===== src/rtl/acs_pkg.sv =====
// Constants, types and helper functions of the conversion sequencer.
package acs_pkg;

    ////////////////////////////////////////////////////////////////////////
    // Register byte offsets.
    localparam logic [7:0] ACS_OFF_CTRL1  = 8'h00;
    localparam logic [7:0] ACS_OFF_CTRL2  = 8'h04;
    localparam logic [7:0] ACS_OFF_RESULT = 8'h08;
    localparam logic [7:0] ACS_OFF_TPRE   = 8'h0C;

    ////////////////////////////////////////////////////////////////////////
    // Field positions.
    localparam int ACS_C1_BUSY   = 0;
    localparam int ACS_C1_DONE   = 1;
    localparam int ACS_C1_IE     = 2;
    localparam int ACS_C1_CH_LSB = 3;
    localparam int ACS_C2_AZ     = 0;
    localparam int ACS_C2_ISRC   = 1;
    localparam int ACS_C2_DIV    = 2;
    localparam int ACS_C2_AUTO   = 4;
    localparam int ACS_C2_AMP    = 5;
    localparam int ACS_TP_FAST_CLOCK_MODE  = 0;
    localparam int ACS_TP_FAST_CLOCK_SELECT   = 1;
    localparam int ACS_TP_FS     = 2;
    localparam int ACS_TP_PS     = 3;

    ////////////////////////////////////////////////////////////////////////
    // Reset values.
    localparam logic [5:0] ACS_CTRL2_RST  = 6'h00;
    localparam logic [5:0] ACS_TPRE_RST   = 6'h00;
    localparam logic [7:0] ACS_RESULT_RST = 8'h00;
    localparam logic [2:0] ACS_CH_RST     = 3'h0;

    ////////////////////////////////////////////////////////////////////////
    // Phase lengths in conversion cycles.
    localparam logic [4:0] ACS_SH_CYC  = 5'h04;
    localparam logic [4:0] ACS_OFS_CYC = 5'h06;
    localparam logic [4:0] ACS_GC_CYC  = 5'h05;
    localparam logic [4:0] ACS_CNV_CYC = 5'h09;
    localparam logic [7:0] ACS_SAR_MSB = 8'h80;

    typedef enum logic [2:0] {
        ACS_IDLE, ACS_DELAY, ACS_OFFSET, ACS_GAINC,
        ACS_SAMPLE, ACS_CONVERT, ACS_FINISH
    } acs_state_e;

    typedef struct packed {
        logic       auto_mode;
        logic       az;
        logic [1:0] div;
        logic       fast_clock_mode;
        logic       fast_clock_select;
        logic       fs;
        logic [2:0] ch;
    } acs_cfg_s;

    // Last cycle index of a timed phase.
    function automatic logic [4:0] acs_plen(acs_state_e s);
        case (s)
            ACS_OFFSET:  acs_plen = 5'(ACS_OFS_CYC - 5'h01);
            ACS_GAINC:   acs_plen = 5'(ACS_GC_CYC - 5'h01);
            ACS_SAMPLE:  acs_plen = 5'(ACS_SH_CYC - 5'h01);
            ACS_CONVERT: acs_plen = 5'(ACS_CNV_CYC - 5'h01);
            default:     acs_plen = 5'h00;
        endcase
    endfunction

    // Log2 of the total source divide; the prescale bits play no part.
    function automatic logic [3:0] acs_shift(acs_cfg_s c);
        logic [3:0] base;
        base = 4'h0;
        if (c.auto_mode) begin
            if (c.fast_clock_mode) begin
                base = c.fs ? 4'h2 : 4'h3;
            end else begin
                base = c.fast_clock_select ? 4'h1 : 4'h0;
            end
        end
        acs_shift = 4'(base + {2'b00, c.div});
    endfunction

endpackage


===== src/rtl/acs_tick_div.sv =====
// Conversion clock divider producing a one-cycle conversion tick.
`timescale 1ns/1ps
module acs_tick_div
    import acs_pkg::*;
(
    input  wire logic       pclk,
    input  wire logic       presetn,
    input  wire logic       clear,
    input  wire logic       src_tick,
    input  wire logic [3:0] shift,
    output logic            tick_r
);
    logic [6:0] cnt_r;
    wire  [6:0] term = 7'((7'h01 << shift) - 7'h01);
    wire        wrap = src_tick && (cnt_r == term);

    // Clearing while idle aligns the first cycle with the trigger.
    always_ff @(posedge pclk or negedge presetn) begin
        if (!presetn) begin
            cnt_r  <= 7'h00;
            tick_r <= 1'b0;
        end else if (clear) begin
            cnt_r  <= 7'h00;
            tick_r <= 1'b0;
        end else begin
            tick_r <= wrap;
            if (src_tick) begin
                cnt_r <= wrap ? 7'h00 : 7'(cnt_r + 7'h01);
            end
        end
    end
endmodule


===== src/rtl/acs_sequencer.sv =====
// Conversion sequencer top with APB register file and phase control.
`timescale 1ns/1ps
// Overview of operation
// - Result equals channel over reference scaled to 255, by bitwise search.
// - With auto sampling set, timer strobe edges start conversions.
// - Strobe edges while busy are dropped, never queued.
// - A detected auto trigger sets the busy bit.
// - Auto conversions wait one conversion cycle before the first phase.
// - After eight bits are stored, done flag sets and interrupt may fire.
// - Busy clears only after every phase, possibly after done.
// - Effective configuration is frozen while a conversion runs.
// - Software mode clocks conversion from the instruction clock.
// - Auto mode clocks conversion from the timer clock, aligned to strobe.
// - Divider setting 3 divides by eight in software mode; fast clock modes divide more.
// - Divider setting 1 divides by two in software mode; higher settings divide more.
// - Auto mode divide factor comes from fast mode bits, not prescale.
// - Auto mode at upper oscillator speed needs divider setting of one.
// - Autozero conversion: 6 offset, 5 gain correction, 9 convert cycles.
// - Opamp enable bit switches on the uncommitted amplifier.
// - Current source enable bit starts current on its pin.
// - Standard conversion: 4 sample cycles then 9 convert cycles.
// - Writing the start bit starts a conversion in software mode; it reads high meanwhile.
// - Autozero enable is latched at the trigger and held.
module acs_sequencer
    import acs_pkg::*;
(
    input  wire logic        pclk,
    input  wire logic        presetn,
    input  wire logic        psel,
    input  wire logic        penable,
    input  wire logic        pwrite,
    input  wire logic [7:0]  paddr,
    input  wire logic [31:0] pwdata,
    output logic [31:0]      prdata,
    output logic             pready,
    output logic             pslverr,
    input  wire logic        instr_clk_tick,
    input  wire logic        timer_clk_tick,
    input  wire logic        timer_sample_strobe,
    input  wire logic        cmp_above,
    output logic [7:0]       dac_code,
    output logic [2:0]       channel_select,
    output logic             sample_hold,
    output logic             offset_phase,
    output logic             gain_phase,
    output logic             autozero_amp_en,
    output logic             opamp_enable,
    output logic             current_source_enable,
    output logic             conversion_busy,
    output logic             done_irq
);

    ////////////////////////////////////////////////////////////////////////
    // Declarations.
    logic [31:0] prdata_r;
    logic        pready_r;
    logic        pslverr_r;
    logic        busy_r;
    logic        done_r;
    logic        ie_r;
    logic [2:0]  ch_r;
    logic [5:0]  ctrl2_r;
    logic [5:0]  tpre_r;
    logic [7:0]  result_r;
    logic [7:0]  sar_r;
    logic [4:0]  cnt_r;
    acs_cfg_s    cfg_r;
    acs_state_e  state_r;
    acs_state_e  state_nxt;
    logic        strb_s1_r;
    logic        strb_s2_r;
    logic        strb_s3_r;
    logic        sample_hold_r;
    logic        offset_phase_r;
    logic        gain_phase_r;
    logic        opamp_en_r;
    logic        isrc_en_r;
    logic        done_irq_r;
    logic        tick;

    ////////////////////////////////////////////////////////////////////////
    // Bus decode.
    wire       setup_ph  = psel && !penable;
    wire       access_ph = psel && penable;
    wire       fire      = access_ph && pready_r;
    wire       wr_fire   = fire && pwrite;
    wire       sel_c1    = (paddr == ACS_OFF_CTRL1);
    wire       sel_c2    = (paddr == ACS_OFF_CTRL2);
    wire       sel_res   = (paddr == ACS_OFF_RESULT);
    wire       sel_tp    = (paddr == ACS_OFF_TPRE);
    wire       mapped    = sel_c1 || sel_c2 || sel_res || sel_tp;
    wire       wr_c1     = wr_fire && sel_c1;
    wire       wr_c2     = wr_fire && sel_c2;
    wire       wr_tp     = wr_fire && sel_tp;
    wire [7:0] c1_rd     = {2'b00, ch_r, ie_r, done_r, busy_r};
    wire [7:0] rd_byte   = sel_c1  ? c1_rd :
                           sel_c2  ? {2'b00, ctrl2_r} :
                           sel_res ? result_r :
                           sel_tp  ? {2'b00, tpre_r} : 8'h00;

    ////////////////////////////////////////////////////////////////////////
    // Triggers and effective configuration.
    // strobe edge pulse
    wire strb_rise = strb_s2_r && !strb_s3_r;
    wire auto_sw   = ctrl2_r[ACS_C2_AUTO];
    wire sw_trig   = wr_c1 && pwdata[ACS_C1_BUSY] && !auto_sw && !busy_r;
    wire auto_trig = strb_rise && auto_sw && !busy_r;
    wire trig      = sw_trig || auto_trig;

    acs_cfg_s cur_cfg;
    assign cur_cfg = '{auto_mode: auto_sw,
                       az:        ctrl2_r[ACS_C2_AZ],
                       div:       ctrl2_r[ACS_C2_DIV +: 2],
                       fast_clock_mode:     tpre_r[ACS_TP_FAST_CLOCK_MODE],
                       fast_clock_select:      tpre_r[ACS_TP_FAST_CLOCK_SELECT],
                       fs:        tpre_r[ACS_TP_FS],
                       ch:        wr_c1 ? pwdata[ACS_C1_CH_LSB +: 3] : ch_r};

    wire src_tick = cfg_r.auto_mode ? timer_clk_tick : instr_clk_tick;
    wire [3:0] div_shift = acs_shift(cfg_r);

    acs_tick_div u_div (
        .pclk     (pclk),
        .presetn  (presetn),
        .clear    (state_r == ACS_IDLE),
        .src_tick (src_tick),
        .shift    (div_shift),
        .tick_r   (tick)
    );

    ////////////////////////////////////////////////////////////////////////
    // Phase sequencing.
    wire       phase_end = tick && (cnt_r == acs_plen(state_r));
    wire [7:0] cur_bit   = ACS_SAR_MSB >> cnt_r[2:0];
    // keep the trial bit when the input is at or above it
    wire [7:0] sar_dec   = (cmp_above ? sar_r : (sar_r & ~cur_bit))
                           | (cur_bit >> 1);
    wire       store_ev  = (state_r == ACS_CONVERT) && phase_end;

    always_comb begin
        state_nxt = state_r;
        case (state_r)
            ACS_IDLE: begin
                if (auto_trig) begin
                    state_nxt = ACS_DELAY;
                end else if (sw_trig) begin
                    state_nxt = cur_cfg.az ? ACS_OFFSET : ACS_SAMPLE;
                end
            end
            ACS_DELAY: begin
                if (tick) begin
                    state_nxt = cfg_r.az ? ACS_OFFSET : ACS_SAMPLE;
                end
            end
            ACS_OFFSET: begin
                if (phase_end) begin
                    state_nxt = ACS_GAINC;
                end
            end
            ACS_GAINC, ACS_SAMPLE: begin
                if (phase_end) begin
                    state_nxt = ACS_CONVERT;
                end
            end
            ACS_CONVERT: begin
                if (phase_end) begin
                    state_nxt = ACS_FINISH;
                end
            end
            // busy ends on the next instruction clock
            ACS_FINISH: begin
                if (instr_clk_tick) begin
                    state_nxt = ACS_IDLE;
                end
            end
            default: state_nxt = ACS_IDLE;
        endcase
    end
    always_ff @(posedge pclk or negedge presetn) begin
        if (!presetn) begin
            state_r <= ACS_IDLE;
            cnt_r   <= 5'h00;
            sar_r   <= 8'h00;
        end else begin
            state_r <= state_nxt;
            if (state_nxt != state_r) begin
                cnt_r <= 5'h00;
            end else if (tick) begin
                cnt_r <= 5'(cnt_r + 5'h01);
            end
            if (state_nxt == ACS_CONVERT && state_r != ACS_CONVERT) begin
                sar_r <= ACS_SAR_MSB;
            end else if (state_r == ACS_CONVERT && tick
                         && cnt_r < 5'h08) begin
                sar_r <= sar_dec;
            end
        end
    end

    ////////////////////////////////////////////////////////////////////////
    // Registers. Config writes during a conversion wait for the next one, except the opamp and current source enables.
    always_ff @(posedge pclk or negedge presetn) begin
        if (!presetn) begin
            busy_r   <= 1'b0;
            done_r   <= 1'b0;
            ie_r     <= 1'b0;
            ch_r     <= ACS_CH_RST;
            ctrl2_r  <= ACS_CTRL2_RST;
            tpre_r   <= ACS_TPRE_RST;
            result_r <= ACS_RESULT_RST;
            cfg_r    <= '0;
        end else begin
            // busy set on trigger, cleared after finish
            if (trig) begin
                busy_r <= 1'b1;
            end else if (state_r == ACS_FINISH && instr_clk_tick) begin
                busy_r <= 1'b0;
            end
            // done set wins over a clear
            if (store_ev) begin
                done_r <= 1'b1;
            end else if (wr_c1 && pwdata[ACS_C1_DONE]) begin
                done_r <= 1'b0;
            end
            if (wr_c1) begin
                ie_r <= pwdata[ACS_C1_IE];
                ch_r <= pwdata[ACS_C1_CH_LSB +: 3];
            end
            if (wr_c2) begin
                ctrl2_r <= pwdata[5:0];
            end
            if (wr_tp) begin
                tpre_r <= pwdata[5:0];
            end
            if (store_ev) begin
                result_r <= sar_r;
            end
            if (!busy_r) begin
                cfg_r <= cur_cfg;
            end
        end
    end

    ////////////////////////////////////////////////////////////////////////
    // Bus answer, synchroniser and registered outputs.
    always_ff @(posedge pclk or negedge presetn) begin
        if (!presetn) begin
            prdata_r       <= 32'h0000_0000;
            pready_r       <= 1'b0;
            pslverr_r      <= 1'b0;
            strb_s1_r      <= 1'b0;
            strb_s2_r      <= 1'b0;
            strb_s3_r      <= 1'b0;
            sample_hold_r  <= 1'b0;
            offset_phase_r <= 1'b0;
            gain_phase_r   <= 1'b0;
            opamp_en_r     <= 1'b0;
            isrc_en_r      <= 1'b0;
            done_irq_r     <= 1'b0;
        end else begin
            pready_r  <= access_ph && !pready_r;
            pslverr_r <= access_ph && !pready_r && !mapped;
            if (setup_ph) begin
                prdata_r <= {24'h00_0000, rd_byte};
            end
            strb_s1_r      <= timer_sample_strobe;
            strb_s2_r      <= strb_s1_r;
            strb_s3_r      <= strb_s2_r;
            sample_hold_r  <= (state_nxt == ACS_SAMPLE);
            offset_phase_r <= (state_nxt == ACS_OFFSET);
            gain_phase_r   <= (state_nxt == ACS_GAINC);
            opamp_en_r     <= ctrl2_r[ACS_C2_AMP];
            isrc_en_r      <= ctrl2_r[ACS_C2_ISRC];
            // interrupt request gated by its enable
            done_irq_r     <= done_r && ie_r;
        end
    end

    assign prdata                = prdata_r;
    assign pready                = pready_r;
    assign pslverr               = pslverr_r;
    assign dac_code              = sar_r;
    assign channel_select        = cfg_r.ch;
    assign sample_hold           = sample_hold_r;
    assign offset_phase          = offset_phase_r;
    assign gain_phase            = gain_phase_r;
    assign autozero_amp_en       = cfg_r.az;
    assign opamp_enable          = opamp_en_r;
    assign current_source_enable = isrc_en_r;
    assign conversion_busy       = busy_r;
    assign done_irq              = done_irq_r;
endmodule


===== config.mk =====
export PLATFORM = sky130hd
export DESIGN_NAME = acs_sequencer
export DESIGN_NICKNAME = d
export VERILOG_FILES = /design/src/rtl/acs_pkg.sv /design/src/rtl/acs_tick_div.sv /design/src/rtl/acs_sequencer.sv
export SDC_FILE = /design/constraint.sdc
export NUM_CORES = 1
export LEC_CHECK = 0
export ABC_AREA = 0
export ABC_CLOCK_PERIOD_IN_PS = 5400
export BUFFER_PORTS_ARGS = -buffer_cell sky130_fd_sc_hd__buf_2
export CAP_MARGIN = 10
export CORE_ASPECT_RATIO = 0.9
export CORE_UTILIZATION = 45
export DETAILED_ROUTE_END_ITERATION = 12
export PLACE_DENSITY = 0.68
export RECOVER_POWER = 25
export SLEW_MARGIN = 5
export SYNTH_ARGS = -nofsm -noshare
export SYNTH_HDL_FRONTEND = slang
export SYNTH_HIERARCHICAL = 1
export SYNTH_SLANG_ARGS = --single-unit

===== constraint.sdc =====
create_clock -name pclk -period 5.4 [get_ports pclk]
set_input_delay 0.54 -clock pclk [delete_from_list [all_inputs] [get_ports pclk]]
set_output_delay 0.54 -clock pclk [all_outputs]
set_load 0.1 [all_outputs]

# Word level (Yosys, flattened, before mapping)
# Index checks and enable logic that the tools add are counted.
[classes] addsub=4 magnitude_cmp=1 n_eq_ne=17 shift=2 mux=34 n_bitwise=3 n_reduce_logical=42
[op_table] op="8-bit two-way mux" n=6
[op_table] op="3-bit two-way mux" n=10
[op_table] op="1-bit logical AND" n=24
[op_table] op="7-bit two-way mux" n=3
[op_table] op="3-bit one-hot mux with 6 select lines" n=1
[op_table] op="8-bit by 4-bit == test with 1-bit output (second input constant)" n=2
[op_table] op="4-bit one-hot mux with 4 select lines" n=1
[op_table] op="3-bit == test (second input constant)" n=5
[op_table] op="3-bit by 2-bit == test with 1-bit output (second input constant)" n=4
[op_table] op="5-bit two-way mux" n=2
[op_table] op="2-bit nonzero test" n=5
[op_table] op="8-bit bitwise AND" n=1
[op_table] op="8-bit by 3-bit == test with 1-bit output (second input constant)" n=1
[op_table] op="8-bit logical NOT" n=1
[op_table] op="1-bit two-way mux" n=8
[op_table] op="8-bit NOT" n=1
[op_table] op="8-bit by 7-bit bitwise OR with 8-bit output" n=1
[op_table] op="8-bit by 3-bit right shift with 8-bit output (first input constant)" n=1
[op_table] op="7-bit by 1-bit adder with 7-bit output (second input constant)" n=1
[op_table] op="7-bit == test" n=1
[op_table] op="1-bit by 4-bit left shift with 7-bit output (first input constant)" n=1
[op_table] op="7-bit by 1-bit subtractor with 7-bit output (second input constant)" n=1
[op_table] op="1-bit logical NOT" n=6
[op_table] op="6-bit two-way mux" n=1
[op_table] op="other kinds (12)" n=15
[word_totals] regBits=79 inputBits=49 out_inout_bits=53

# Depth between registers and ports, before layout
# Gate-level depths: netlist (run 1).
[logic_depth] ltp_word=13 depth_mapped=13 depth_no_buf=12

# Cells and area by module
# The synthesis (run 1) kept the hierarchy.
[by_module_without_submodules] module="acs_sequencer" instances=1 cells_per_inst=332 area_per_inst_um2=3809.9 seq_area_each_um2=1776.7
[by_module_without_submodules] module="acs_tick_div" instances=1 cells_per_inst=70 area_per_inst_um2=620.6 seq_area_each_um2=200.2

# Worst setup path before layout (run 1)
# No wires, ideal clock.
[synth_timing] path_type="reg-to-reg" startpoint="reg cfg_r[5] (netlist name)" endpoint="reg u_div.cnt_r[3]" setup_time_ns=0.132 arrival_time_ns=3.042 slack_ns=2.226 stages_incl_launch_ff=11 n_path_buf=0 path_cell_list="dfrtp_1 > o211a_1 > ha_1 > fa_1 > or4_4 > ha_1 > and2_1 > o211ai_1 > mux2i_1 > and4_4 > nor3_1"
[synth_via] elab_chain_cells=10
[synth_lines] element="start, declared" line="acs_sequencer.sv:67" source="acs_cfg_s cfg_r;"
[synth_lines] element="start signal, assigned" line="acs_sequencer.sv:239" source="cfg_r <= cur_cfg;"
[synth_lines] element="2-bit two-way mux" line="acs_pkg.sv:73" source="if (c.fast_clock_mode) begin"
[synth_lines] element="4-bit two-way mux" line="acs_pkg.sv:72" source="if (c.auto_mode) begin"
[synth_lines] element="4-bit by 2-bit adder with 4-bit output" line="acs_pkg.sv:79" source="acs_shift = 4'(base + {2'b00, c.div});"
[synth_lines] element="named net div_shift[1]" line="acs_sequencer.sv:120" source="wire [3:0] div_shift = acs_shift(cfg_r);"
[synth_lines] element="1-bit by 4-bit left shift with 7-bit output" line="acs_tick_div.sv:14" source="wire [6:0] term = 7'((7'h01 << shift) - 7'h01);"
[synth_lines] element="7-bit by 1-bit subtractor with 7-bit output" line="acs_tick_div.sv:14"
[synth_lines] element="7-bit == test" line="acs_tick_div.sv:15" source="wire wrap = src_tick && (cnt_r == term);"
[synth_lines] element="1-bit logical AND" line="acs_tick_div.sv:15"
[synth_lines] element="7-bit two-way mux" line="acs_tick_div.sv:28" source="cnt_r <= wrap ? 7'h00 : 7'(cnt_r + 7'h01);"
[synth_lines] element="7-bit two-way mux" line="acs_tick_div.sv:27" source="if (src_tick) begin"
[synth_lines] element="7-bit two-way mux" line="acs_tick_div.sv:22" source="end else if (clear) begin"
[synth_lines] element="end signal, assigned" line="acs_tick_div.sv:28"
[synth_lines] element="end, declared" line="acs_tick_div.sv:13" source="logic [6:0] cnt_r;"
# The timed path passes the listed nets, and every way through them passes these cells. The select of a mux whose other input is x is not followed.
# A chain may end at the register's enable or synchronous reset.

# Final worst setup path (run 1)
[layout_timing] startpoint="reg cfg_r[5] (netlist name)" endpoint="reg u_div.cnt_r[6]"
# The elaborated chain is that of the path after synthesis.

==> results of run 1 <==
through the flow:
step	cells	cell area [sq um]	worst slack, ns
2_1_floorplan	433	4550	2.23
3_3_place_gp	558	4630	2.01
3_5_place_dp	558	4630	1.91
4_1_cts	574	4820	1.88
5_1_grt	574	4820	1.73
6_report	574	4820	1.90
cell families after synthesis:
logic type	after synthesis
AO/OA/AOI/OAI	65
buffers and inverters	58
other	1
XOR/XNOR	13
AND/OR/NAND/NOR	134
adder cells (fa/ha/maj)	10
multiplexers	42
flip-flops	79
area by class of cell:
type	instances	area share, %
clock buffer	10	2.85
clock inverter	6	1.09
inverter	10	0.779
multi-input combinational	296	45.8
sequential	79	41.0
tap	122	3.17
timing repair buffer	51	5.35
sequential cells by signal, summed over array words and instances, names as in the netlist, 3 cells and up:
| signal | flops |
|---|---|
| prdata | 8 |
| ctrl2_r | 6 |
| result_r | 8 |
| ch_r | 3 |
| channel_select | 3 |
| cfg_r | 6 |
| dac_code | 8 |
| cnt_r | 5 |
| state_r | 3 |
| tpre_r | 6 |
| u_div/cnt_r | 7 |
power by group through the flow:
stage / clock, uW / sequential, uW / combinational [uW]
3_3_place_gp: 0 / 628 / 212
5_1_grt: 459 / 619 / 228
3_5_place_dp: 0 / 628 / 214
2_1_floorplan: 0 / 648 / 171
4_1_cts: 435 / 616 / 215
6_report: 422 / 617 / 213
worst max-delay path, stage by stage, from the launching register on:
cell and delay [ns]:
dfrtp_1 0.41, o211a_1 0.24, ha_1 0.19, fa_1 0.56, or4_4 0.56, ha_1 0.29
and2_1 0.18, o211ai_1 0.31, mux2i_1 0.28, and4_4 0.28, nor3_1 0.06
final timing paths:
kind	startpoint	end	slack (ns)	cells after the start
worst max-delay path	cfg_r[5]	u_div/cnt_r[6]	1.90	10
worst min-delay path	timer_sample_strobe	strb_s1_r	0.29	1
worst max register to register	cfg_r[5]	u_div/cnt_r[6]	1.90	10
worst min register to register	strb_s1_r	strb_s2_r	0.36	0
max in group asynchronous	presetn	state_r[2]	4.40	1
min in group asynchronous	presetn	opamp_enable	0.32	1
cells in the final DEF, fill, tap and decap left out, types with 3 or more instances in the layout:
master	n
ha_1	9
inv_1	9
nand2b_1	6
nor3_1	14
a22oi_1	6
and2_1	3
xor2_1	4
and3b_1	3
o21ai_0	7
clkbuf_8	10
buf_2	50
mux2_4	8
conb_1	32
mux4_2	6
a21oi_1	15
mux2_2	26
xnor2_1	9
a211oi_2	4
a31oi_1	4
nand3b_1	7
dfrtp_1	79
nor2_1	17
o211ai_1	3
nand4_1	5
nor2b_1	3
or3_1	3
nand3_1	12
nand2_1	39
per-layer routing:
| metal | GRT usage [%] | wire (um) | vias to the layer above | part of all wire [%] |
|---|---|---|---|---|
| met3 | 3.99 | 435 | 9 | 4.9 |
| li1 | - | - | 1474 | - |
| met2 | 30.7 | 4070 | 87 | 46 |
| met5 | 0 | 0 | - | 0 |
| met4 | 6.16 | 114 | 0 | 1.3 |
| met1 | 25.1 | 4240 | 1500 | 48 |
==> results.py, run 1 <==
metrics = {
    "synthesis": {
        "seq_area_frac_synth_pct": 44.6,
        "synth_xor_xnor_area_share_pct": 2.57,
        "synth_fa_ha_area_share_pct": 2.99,
        "synth_top_area_share_pct": 44.6,
        "ys_ff_latch": 79,
        "synth-simple-area-share_pct": 16.7,
        "yosys.area.top_type": "dfrtp_1",
        "synth_area_leaders": "dfrtp_1, mux2_2, buf_4",
        "synth_cell_types": 74,
        "yosys_warnings": 6,
        "postSynth.asyncResetShare_pct": 100,
        "synth_top_cells_by_count": "dfrtp_1, nand2_1, buf_4",
        "synth_area_sq_um": 4430,
        "synth_most_common_cell": "dfrtp_1",
        "synth_edf_count": 0,
        "synthCells": 402,
        "ys.flop_type": "dfrtp_1",
        "syn_avg_cell_area_sq_um": 11.0,
        "synth_compound_area_share_pct": 12.0,
        "synth_mux_area_share_pct": 12.8,
        "synth_top_family_by_area": "simple AND/OR/NAND/NOR gates",
    },
    "setup_path": {
        "crit_path_max_fanout": 8,
        "path_class": "flop to flop",
        "cp-end-kind": "flop",
        "critPathLaunchType": "flop",
        "critPathArrivalTime_ns": 3.72,
        "cp.required_ns": 5.61,
    },
    "placement": {
        "hpwlAfterDp_um": 6290,
        "place_congestion": 0.818,
        "io_buffer_count": 51,
    },
    "clocking": {
        "numCtsBuffers": 9,
        "cts_buffer_depth": 2,
        "clk_pin_slew_ns": 0.08,
        "cts_htree_levels": 3,
        "holdBufCountCts": 0,
        "numClockSinks": 79,
        "cts_setup_buffers": 0,
        "cts_tree": "yes",
        "post_cts_resized": 0,
        "clockRootBuffer": "clkbuf_8",
        "worstSkewPairLatency_ns": 0.36,
    },
    "final_layout": {
        "multiInputGateArea_sq_um": 2210,
        "seqCellArea_sq_um": 1980,
        "area_growth_pct": 8.81,
        "fin_nets": 506,
        "fin_util_pct": 51.7,
        "layout-drive-gt1-share_pct": 28.1,
        "antenna_cells": 0,
        "n_fill_cell": 840,
    },
    "timing": {
        "worst_hold_slack_ns": 0.289,
        "hold_viol_final": 0,
        "fmax_mhz": 285,
        "worst_slew_pin_slew_ns": 0.998,
        "fin_crit_sh_pct": 64.9,
        "relSlewSlack_pct": 33.5,
        "min_period_ns": 3.50,
        "setup_viol": 0,
        "finClkSkew_ns": 0.0100,
        "slew_violations": 0,
        "rsz0062_at_grt": "false",
        "fin_setup_tns_ns": 0,
    },
    "power": {
        "finalPower_uw": 1250,
        "vdd_drop_max_uv": 148,
        "comb_power_share_pct": 17.0,
        "sequentialPowerShare_pct": 49.3,
        "p_int_uw": 830,
        "powerDensity_nw_per_um2": 260,
        "p_sw_uw": 422,
        "p_sw_share_pct": 33.7,
        "p_clk_share_pct": 33.7,
        "p_leak_uw": 0.00234,
    },
    "floorplan": {
        "die_h_um": 96.1,
        "placementRows": 33,
        "fp.dieW_um": 107,
        "fp.dieArea_sq_um": 10200,
        "pin_count": 102,
        "start_util_pct": 47.5,
        "core_sq_um": 9330,
    },
    "route": {
        "drc": 0,
        "vias": 3070,
        "drtIter0Drc": 187,
        "avgViaCountPerCell": 5.35,
        "drt-pass1-iter-count": 4,
        "routed_wl_um": 8860,
        "wl_per_cell_um": 15.4,
        "drtAntennaViolNets": 0,
    },
    "status": {
        "outcome": "finished clean",
    },
    "worst_hold_path": {
        "hold_class": "input port to flop",
    },
    "global_routing": {
        "grt_overflow": 0,
        "antenna_found_initial": 0,
        "grt_pass1_vias": 2947,
        "grt_start_max_net_pins": 80,
        "grt_pass1_wl_um": 14800,
        "grtUsageTotal_pct": 18.8,
    },
    "job": {
        "max_cap_viol_count": 0,
    },
}
Power figures use the tool's default switching activity.
==> inputs of run 2 (changes only) <==
--- a/config.mk
+++ b/config.mk
@@ -6,13 +6,13 @@
 export NUM_CORES = 1
 export LEC_CHECK = 0
 export ABC_AREA = 0
-export ABC_CLOCK_PERIOD_IN_PS = 5400
+export ABC_CLOCK_PERIOD_IN_PS = 2900
 export BUFFER_PORTS_ARGS = -buffer_cell sky130_fd_sc_hd__buf_2
 export CAP_MARGIN = 10
 export CORE_ASPECT_RATIO = 0.9
 export CORE_UTILIZATION = 45
 export DETAILED_ROUTE_END_ITERATION = 12
-export PLACE_DENSITY = 0.68
+export PLACE_DENSITY = 0.7
 export RECOVER_POWER = 25
 export SLEW_MARGIN = 5
 export SYNTH_ARGS = -nofsm -noshare
==> constraint.sdc (replaced) <==
create_clock -name pclk -period 2.9 [get_ports pclk]
set_input_delay 0.29 -clock pclk [delete_from_list [all_inputs] [get_ports pclk]]
set_output_delay 0.29 -clock pclk [all_outputs]
set_load 0.1 [all_outputs]
==> run 2 against run 1 <==
Critical path depth grew 1. Setup slack got worse by 2.1 ns. Wire length increased by 3.1%. Total power up 88%. Fmax increased by 13%. Clock skew shrank 0.0011 ns. Final cell count is 3.1% higher. The flow now finishes with violations (capacitance limit, slew limit, setup timing). First-iteration DRC count down 8.0%. Worst hold slack worse by 0.25 ns. Utilization rose by 2.1 points.
==> results.py, run 2 (synthesis results as in run 1) <==
metrics = {
    "timing": {
        "min_period_ns": 3.11,
        "rsz0062_at_grt": "true",
        "fmax_mhz": 321,
        "hold_viol_final": 0,
        "worst_hold_slack_ns": 0.0399,
        "fin_crit_sh_pct": 107,
        "slew_violations": 80,
        "relSlewSlack_pct": -28.1,
        "setup_viol": 8,
        "layout_setup_ws_ns": -0.214,
        "worst_slew_pin_slew_ns": 1.92,
        "finClkSkew_ns": 0.00889,
    },
    "final_layout": {
        "fin_area_sq_um": 5010,
        "area_growth_pct": 13.1,
        "antenna_cells": 0,
        "fin_nets": 524,
        "fin_util_pct": 53.7,
        "mostFrequentLayoutCell": "dfrtp_1",
        "layout-drive-gt1-share_pct": 33.2,
        "final_cell_mix": "dfrtp_1, buf_2, nand2_1",
    },
    "power": {
        "p_leak_uw": 0.00244,
        "powerDensity_nw_per_um2": 471,
        "vdd_drop_max_uv": 235,
        "finalPower_uw": 2360,
    },
    "global_routing": {
        "antenna_found_initial": 0,
        "grt_pass1_wl_um": 15200,
        "grt_start_max_net_pins": 80,
        "grt_overflow": 0,
        "grtUsageTotal_pct": 19.3,
        "grt_pass1_vias": 3082,
    },
    "floorplan": {
        "fp.dieArea_sq_um": 10200,
        "die_h_um": 96.1,
        "placementRows": 33,
        "core_sq_um": 9330,
        "fp.dieW_um": 107,
        "start_util_pct": 47.5,
        "pin_count": 102,
    },
    "status": {
        "violations": "capacitance limit, slew limit, setup timing",
        "outcome": "finished with violations",
    },
    "route": {
        "vias": 3211,
        "avgViaCountPerCell": 5.42,
        "drtIter0Drc": 172,
        "drtAntennaViolNets": 0,
        "wl_per_cell_um": 15.4,
        "drt-pass1-iter-count": 5,
        "drc": 0,
        "routed_wl_um": 9140,
    },
    "clocking": {
        "cts_tree": "yes",
        "worstSkewPairLatency_ns": 0.36,
        "clk_pin_slew_ns": 0.09,
        "cts_buffer_depth": 2,
        "cts_htree_levels": 3,
        "clockRootBuffer": "clkbuf_8",
        "numCtsBuffers": 9,
        "numClockSinks": 79,
    },
    "setup_path": {
        "path_class": "flop to flop",
        "rr_endpoint": "u_div/cnt_r[4]",
        "crit_path_max_fanout": 5,
        "r2r_cells": 11,
        "rrSetupSlack_ns": -0.21,
        "critPathLaunchType": "flop",
        "r2r_start": "cfg_r[5]",
        "critPathArrivalTime_ns": 3.33,
        "cp-end-kind": "flop",
        "cp.required_ns": 3.11,
    },
    "placement": {
        "place_congestion": 0.862,
        "io_buffer_count": 51,
        "hpwlAfterDp_um": 6420,
        "preCtsSetupSlack_ns": -0.249,
        "placedInstanceArea_sq_um": 4750,
    },
    "job": {
        "max_cap_viol_count": 1,
    },
    "worst_hold_path": {
        "hold_end": "strb_s1_r",
        "hold_depth": 1,
        "min_from": "timer_sample_strobe",
        "hold_class": "input port to flop",
    },
}
[run 2: area by class of cell]
cell class / count / area, sq um
fill: 843 / 4320
inverter: 10 / 37.5
timing repair buffer: 69 / 394
clock inverter: 6 / 52.6
sequential: 79 / 1980
clock buffer: 10 / 138
multi-input combinational: 296 / 2260
tap: 122 / 153
[run 2: critical path, cell delays in order (launching register included)]
cell	delay [ns]
dfrtp_1	0.41
nand2_1	0.07
o211a_1	0.15
ha_2	0.16
fa_2	0.44
or4_4	0.56
ha_4	0.20
and2_4	0.13
o211ai_1	0.22
mux2i_1	0.26
and4_4	0.31
nor3_2	0.05
[run 2: metal layers]
layer / GRT usage (%) / up-vias / wire length (um)
met5: 0 / - / 0
met2: 31.1 / 87 / 4360
met1: 25.7 / 1603 / 4200
li1: - / 1508 / -
met4: 7.42 / 0 / 145
met3: 4.06 / 13 / 432
[run 2: how the worst max path moves through the flow]
stage	endpoint	slack [ns]	cells after the start	startpoint
4_1_cts	u_div/cnt_r[4]	-0.19	11	cfg_r[5]
2_1_floorplan	u_div/cnt_r[3]	-0.03	11	cfg_r[5]
6_report	u_div/cnt_r[4]	-0.21	11	cfg_r[5]
3_5_place_dp	u_div/cnt_r[4]	-0.25	10	cfg_r[5]
5_1_grt	u_div/cnt_r[6]	-0.37	11	cfg_r[5]
3_3_place_gp	u_div/cnt_r[3]	-0.20	10	cfg_r[5]
[run 2: what timing repair did]
action                     CTS  global route
hold endpoints to repair     0             0
setup endpoints to repair    8             8
hold buffers                 0             0
buffers inserted             4             0
pin swaps                   13             2
gates resized for setup      6             4
[run 2: through the flow]
step,TNS [ns],std cells
CTS,-1.26,592
global placement,-1.45,572
finish,-1.44,592
global route,-2.60,592
floorplan,-0.147,433
detailed placement,-1.72,572
[run 2: power breakdown]
group	leakage [uW]	internal, uW	switching (uW)
logic	0.00126	92.7	325
registers	0.00108	1120	27.6
clock network	0.0000914	348	449
total	0.00244	1560	802
==> inputs of run 3 (changes only) <==
--- a/config.mk
+++ b/config.mk
@@ -10,9 +10,9 @@
 export BUFFER_PORTS_ARGS = -buffer_cell sky130_fd_sc_hd__buf_2
 export CAP_MARGIN = 10
 export CORE_ASPECT_RATIO = 0.9
-export CORE_UTILIZATION = 45
+export CORE_UTILIZATION = 49
 export DETAILED_ROUTE_END_ITERATION = 12
-export PLACE_DENSITY = 0.7
+export PLACE_DENSITY = 0.75
 export RECOVER_POWER = 25
 export SLEW_MARGIN = 5
 export SYNTH_ARGS = -nofsm -noshare
==> run 3 against run 2 <==
The flow still finishes with violations (capacitance limit, slew limit, setup timing). Clock skew is 0.0051 ns higher. Via count is 1.2% lower. Critical endpoint is now u_div/tick_r. Critical path type unchanged. Die area is 8.0% lower. Setup slack better by 0.030 ns. Global-route usage is 1.3 points higher. Wire length is 0.33% lower. Clock-buffer cell count is 1 lower. Non-clock buffer count is 2 lower.
==> results.py, run 3 (synthesis results as in run 1) <==
metrics = {
    "power": {
        "powerDensity_nw_per_um2": 483,
        "vdd_drop_max_uv": 383,
        "p_leak_uw": 0.00243,
        "finalPower_uw": 2410,
    },
    "route": {
        "wl_per_cell_um": 15.5,
        "drc": 0,
        "top_layer_used": "met4",
        "vias": 3172,
        "m1WireLength_um": 4260,
        "drtAntennaViolNets": 0,
        "wl_met3_um": 443,
        "wl_met2_um": 4220,
        "avgViaCountPerCell": 5.40,
        "routed_wl_um": 9110,
        "drt-pass1-iter-count": 4,
        "drtIter0Drc": 113,
    },
    "clocking": {
        "worstSkewPairLatency_ns": 0.36,
        "holdBufCountCts": 0,
        "numClockSinks": 79,
        "cts_htree_levels": 3,
        "clk_pin_slew_ns": 0.09,
        "numCtsBuffers": 9,
        "cts_buffer_depth": 2,
        "clockRootBuffer": "clkbuf_8",
        "cts_tree": "yes",
    },
    "setup_path": {
        "path_cells": "nand2_1, o211a_1, ha_2, fa_2, or4_4, ha_4, and2_4, o211ai_1, mux2i_1, and4_4, and2b_1",
        "cp_slowest_cell": "or4_4",
        "cp.required_ns": 3.20,
        "critPathLaunchType": "flop",
        "critical_path.max_stage_delay_ns": 0.56,
        "crit_path_max_fanout": 5,
        "cp-end-kind": "flop",
        "critPathArrivalTime_ns": 3.38,
        "path_class": "flop to flop",
    },
    "timing": {
        "worst_slew_pin_slew_ns": 1.91,
        "min_period_ns": 3.08,
        "fmax_mhz": 324,
        "relSlewSlack_pct": -27.5,
        "rsz0062_at_grt": "true",
        "hold_viol_final": 0,
        "fin_crit_sh_pct": 106,
        "finClkSkew_ns": 0.0140,
        "layout_setup_ws_ns": -0.184,
        "setup_viol": 8,
        "slew_violations": 80,
    },
    "floorplan": {
        "pin_count": 102,
        "fp.dieArea_sq_um": 9430,
        "start_util_pct": 51.0,
        "fp.dieW_um": 102,
        "core_sq_um": 8690,
        "die_h_um": 92.2,
        "placementRows": 32,
    },
    "global_routing": {
        "grt_pass1_wl_um": 14800,
        "grt_overflow": 0,
        "antenna_found_initial": 0,
        "grt_start_max_net_pins": 80,
        "grt_pass1_vias": 3008,
        "grtUsageTotal_pct": 20.6,
    },
    "job": {
        "max_cap_viol_count": 1,
    },
    "final_layout": {
        "layout-drive-gt1-share_pct": 32.5,
        "antenna_cells": 0,
        "fin_nets": 522,
        "mostFrequentLayoutCell": "dfrtp_1",
        "area_growth_pct": 12.7,
        "final_cell_mix": "dfrtp_1, buf_2, nand2_1",
    },
    "placement": {
        "place_congestion": 0.860,
        "preCtsSetupSlack_ns": -0.224,
        "io_buffer_count": 51,
        "hpwlAfterDp_um": 6480,
    },
    "worst_hold_path": {
        "hold_class": "input port to flop",
    },
    "status": {
        "outcome": "finished with violations",
        "violations": "capacitance limit, slew limit, setup timing",
    },
}
run 3: metal layers:
layer,vias to the layer above,global-route usage [%]
met1,1544,28.2
met3,15,4.19
li1,1503,-
met4,0,7.74
met5,-,0
met2,110,32.2
run 3: cell type report:
class,count,area (sq um)
inverter,10,37.5
timing repair buffer,67,375
clock buffer,9,124
tap,119,149
fill,745,3700
clock inverter,7,77.6
sequential,79,1980
multi-input combinational,296,2250
run 3: power breakdown:
group	total, uW	internal [uW]	leakage, uW	switching, uW
Combinational	427	96.0	0.00125	331
Sequential	1140	1120	0.00108	20.8
Clock	845	407	0.000101	438
run 3: what timing repair did:
item,CTS,global route
gates resized for setup,4,3
setup endpoints to repair,8,8
setup buffers,1,2
pin swaps,8,4
run 3: worst paths after layout:
path,cells after the start,endpoint,slack (ns),from
worst max-delay path,11,u_div/tick_r,-0.18,cfg_r[5]
min in group asynchronous,1,opamp_enable,0.45,presetn
worst min-delay path,1,strb_s1_r,0.04,timer_sample_strobe
worst min register to register,0,strb_s2_r,0.36,strb_s1_r
worst max register to register,11,u_div/tick_r,-0.18,cfg_r[5]
max in group asynchronous,1,gain_phase,1.31,presetn
run 3: worst max-delay path: cells and delay by family (launching register included):
family                   cells  cell delay, ns
AO/OA/AOI/OAI                2            0.39
adder cells (fa/ha/maj)      3            0.79
flip-flops                   1            0.40
multiplexers                 1            0.27
AND/OR/NAND/NOR              5            1.17
run 3: metrics by stage:
| stage | utilization, % | TNS (ns) | hold WS [ns] | area, sq um | instances |
|---|---|---|---|---|---|
| 2_1_floorplan | - | -0.147 | -0.00559 | 4570 | 433 |
| 3_3_place_gp | 54.6 | -1.22 | 0.336 | 4740 | 568 |
| 3_5_place_dp | 54.6 | -1.63 | 0.339 | 4740 | 568 |
| 4_1_cts | 57.1 | -1.27 | 0.0206 | 4960 | 585 |
| 5_1_grt | 57.4 | -2.14 | 0.0253 | 4990 | 587 |
| 6_report | 57.4 | -1.24 | 0.0369 | 4990 | 587 |
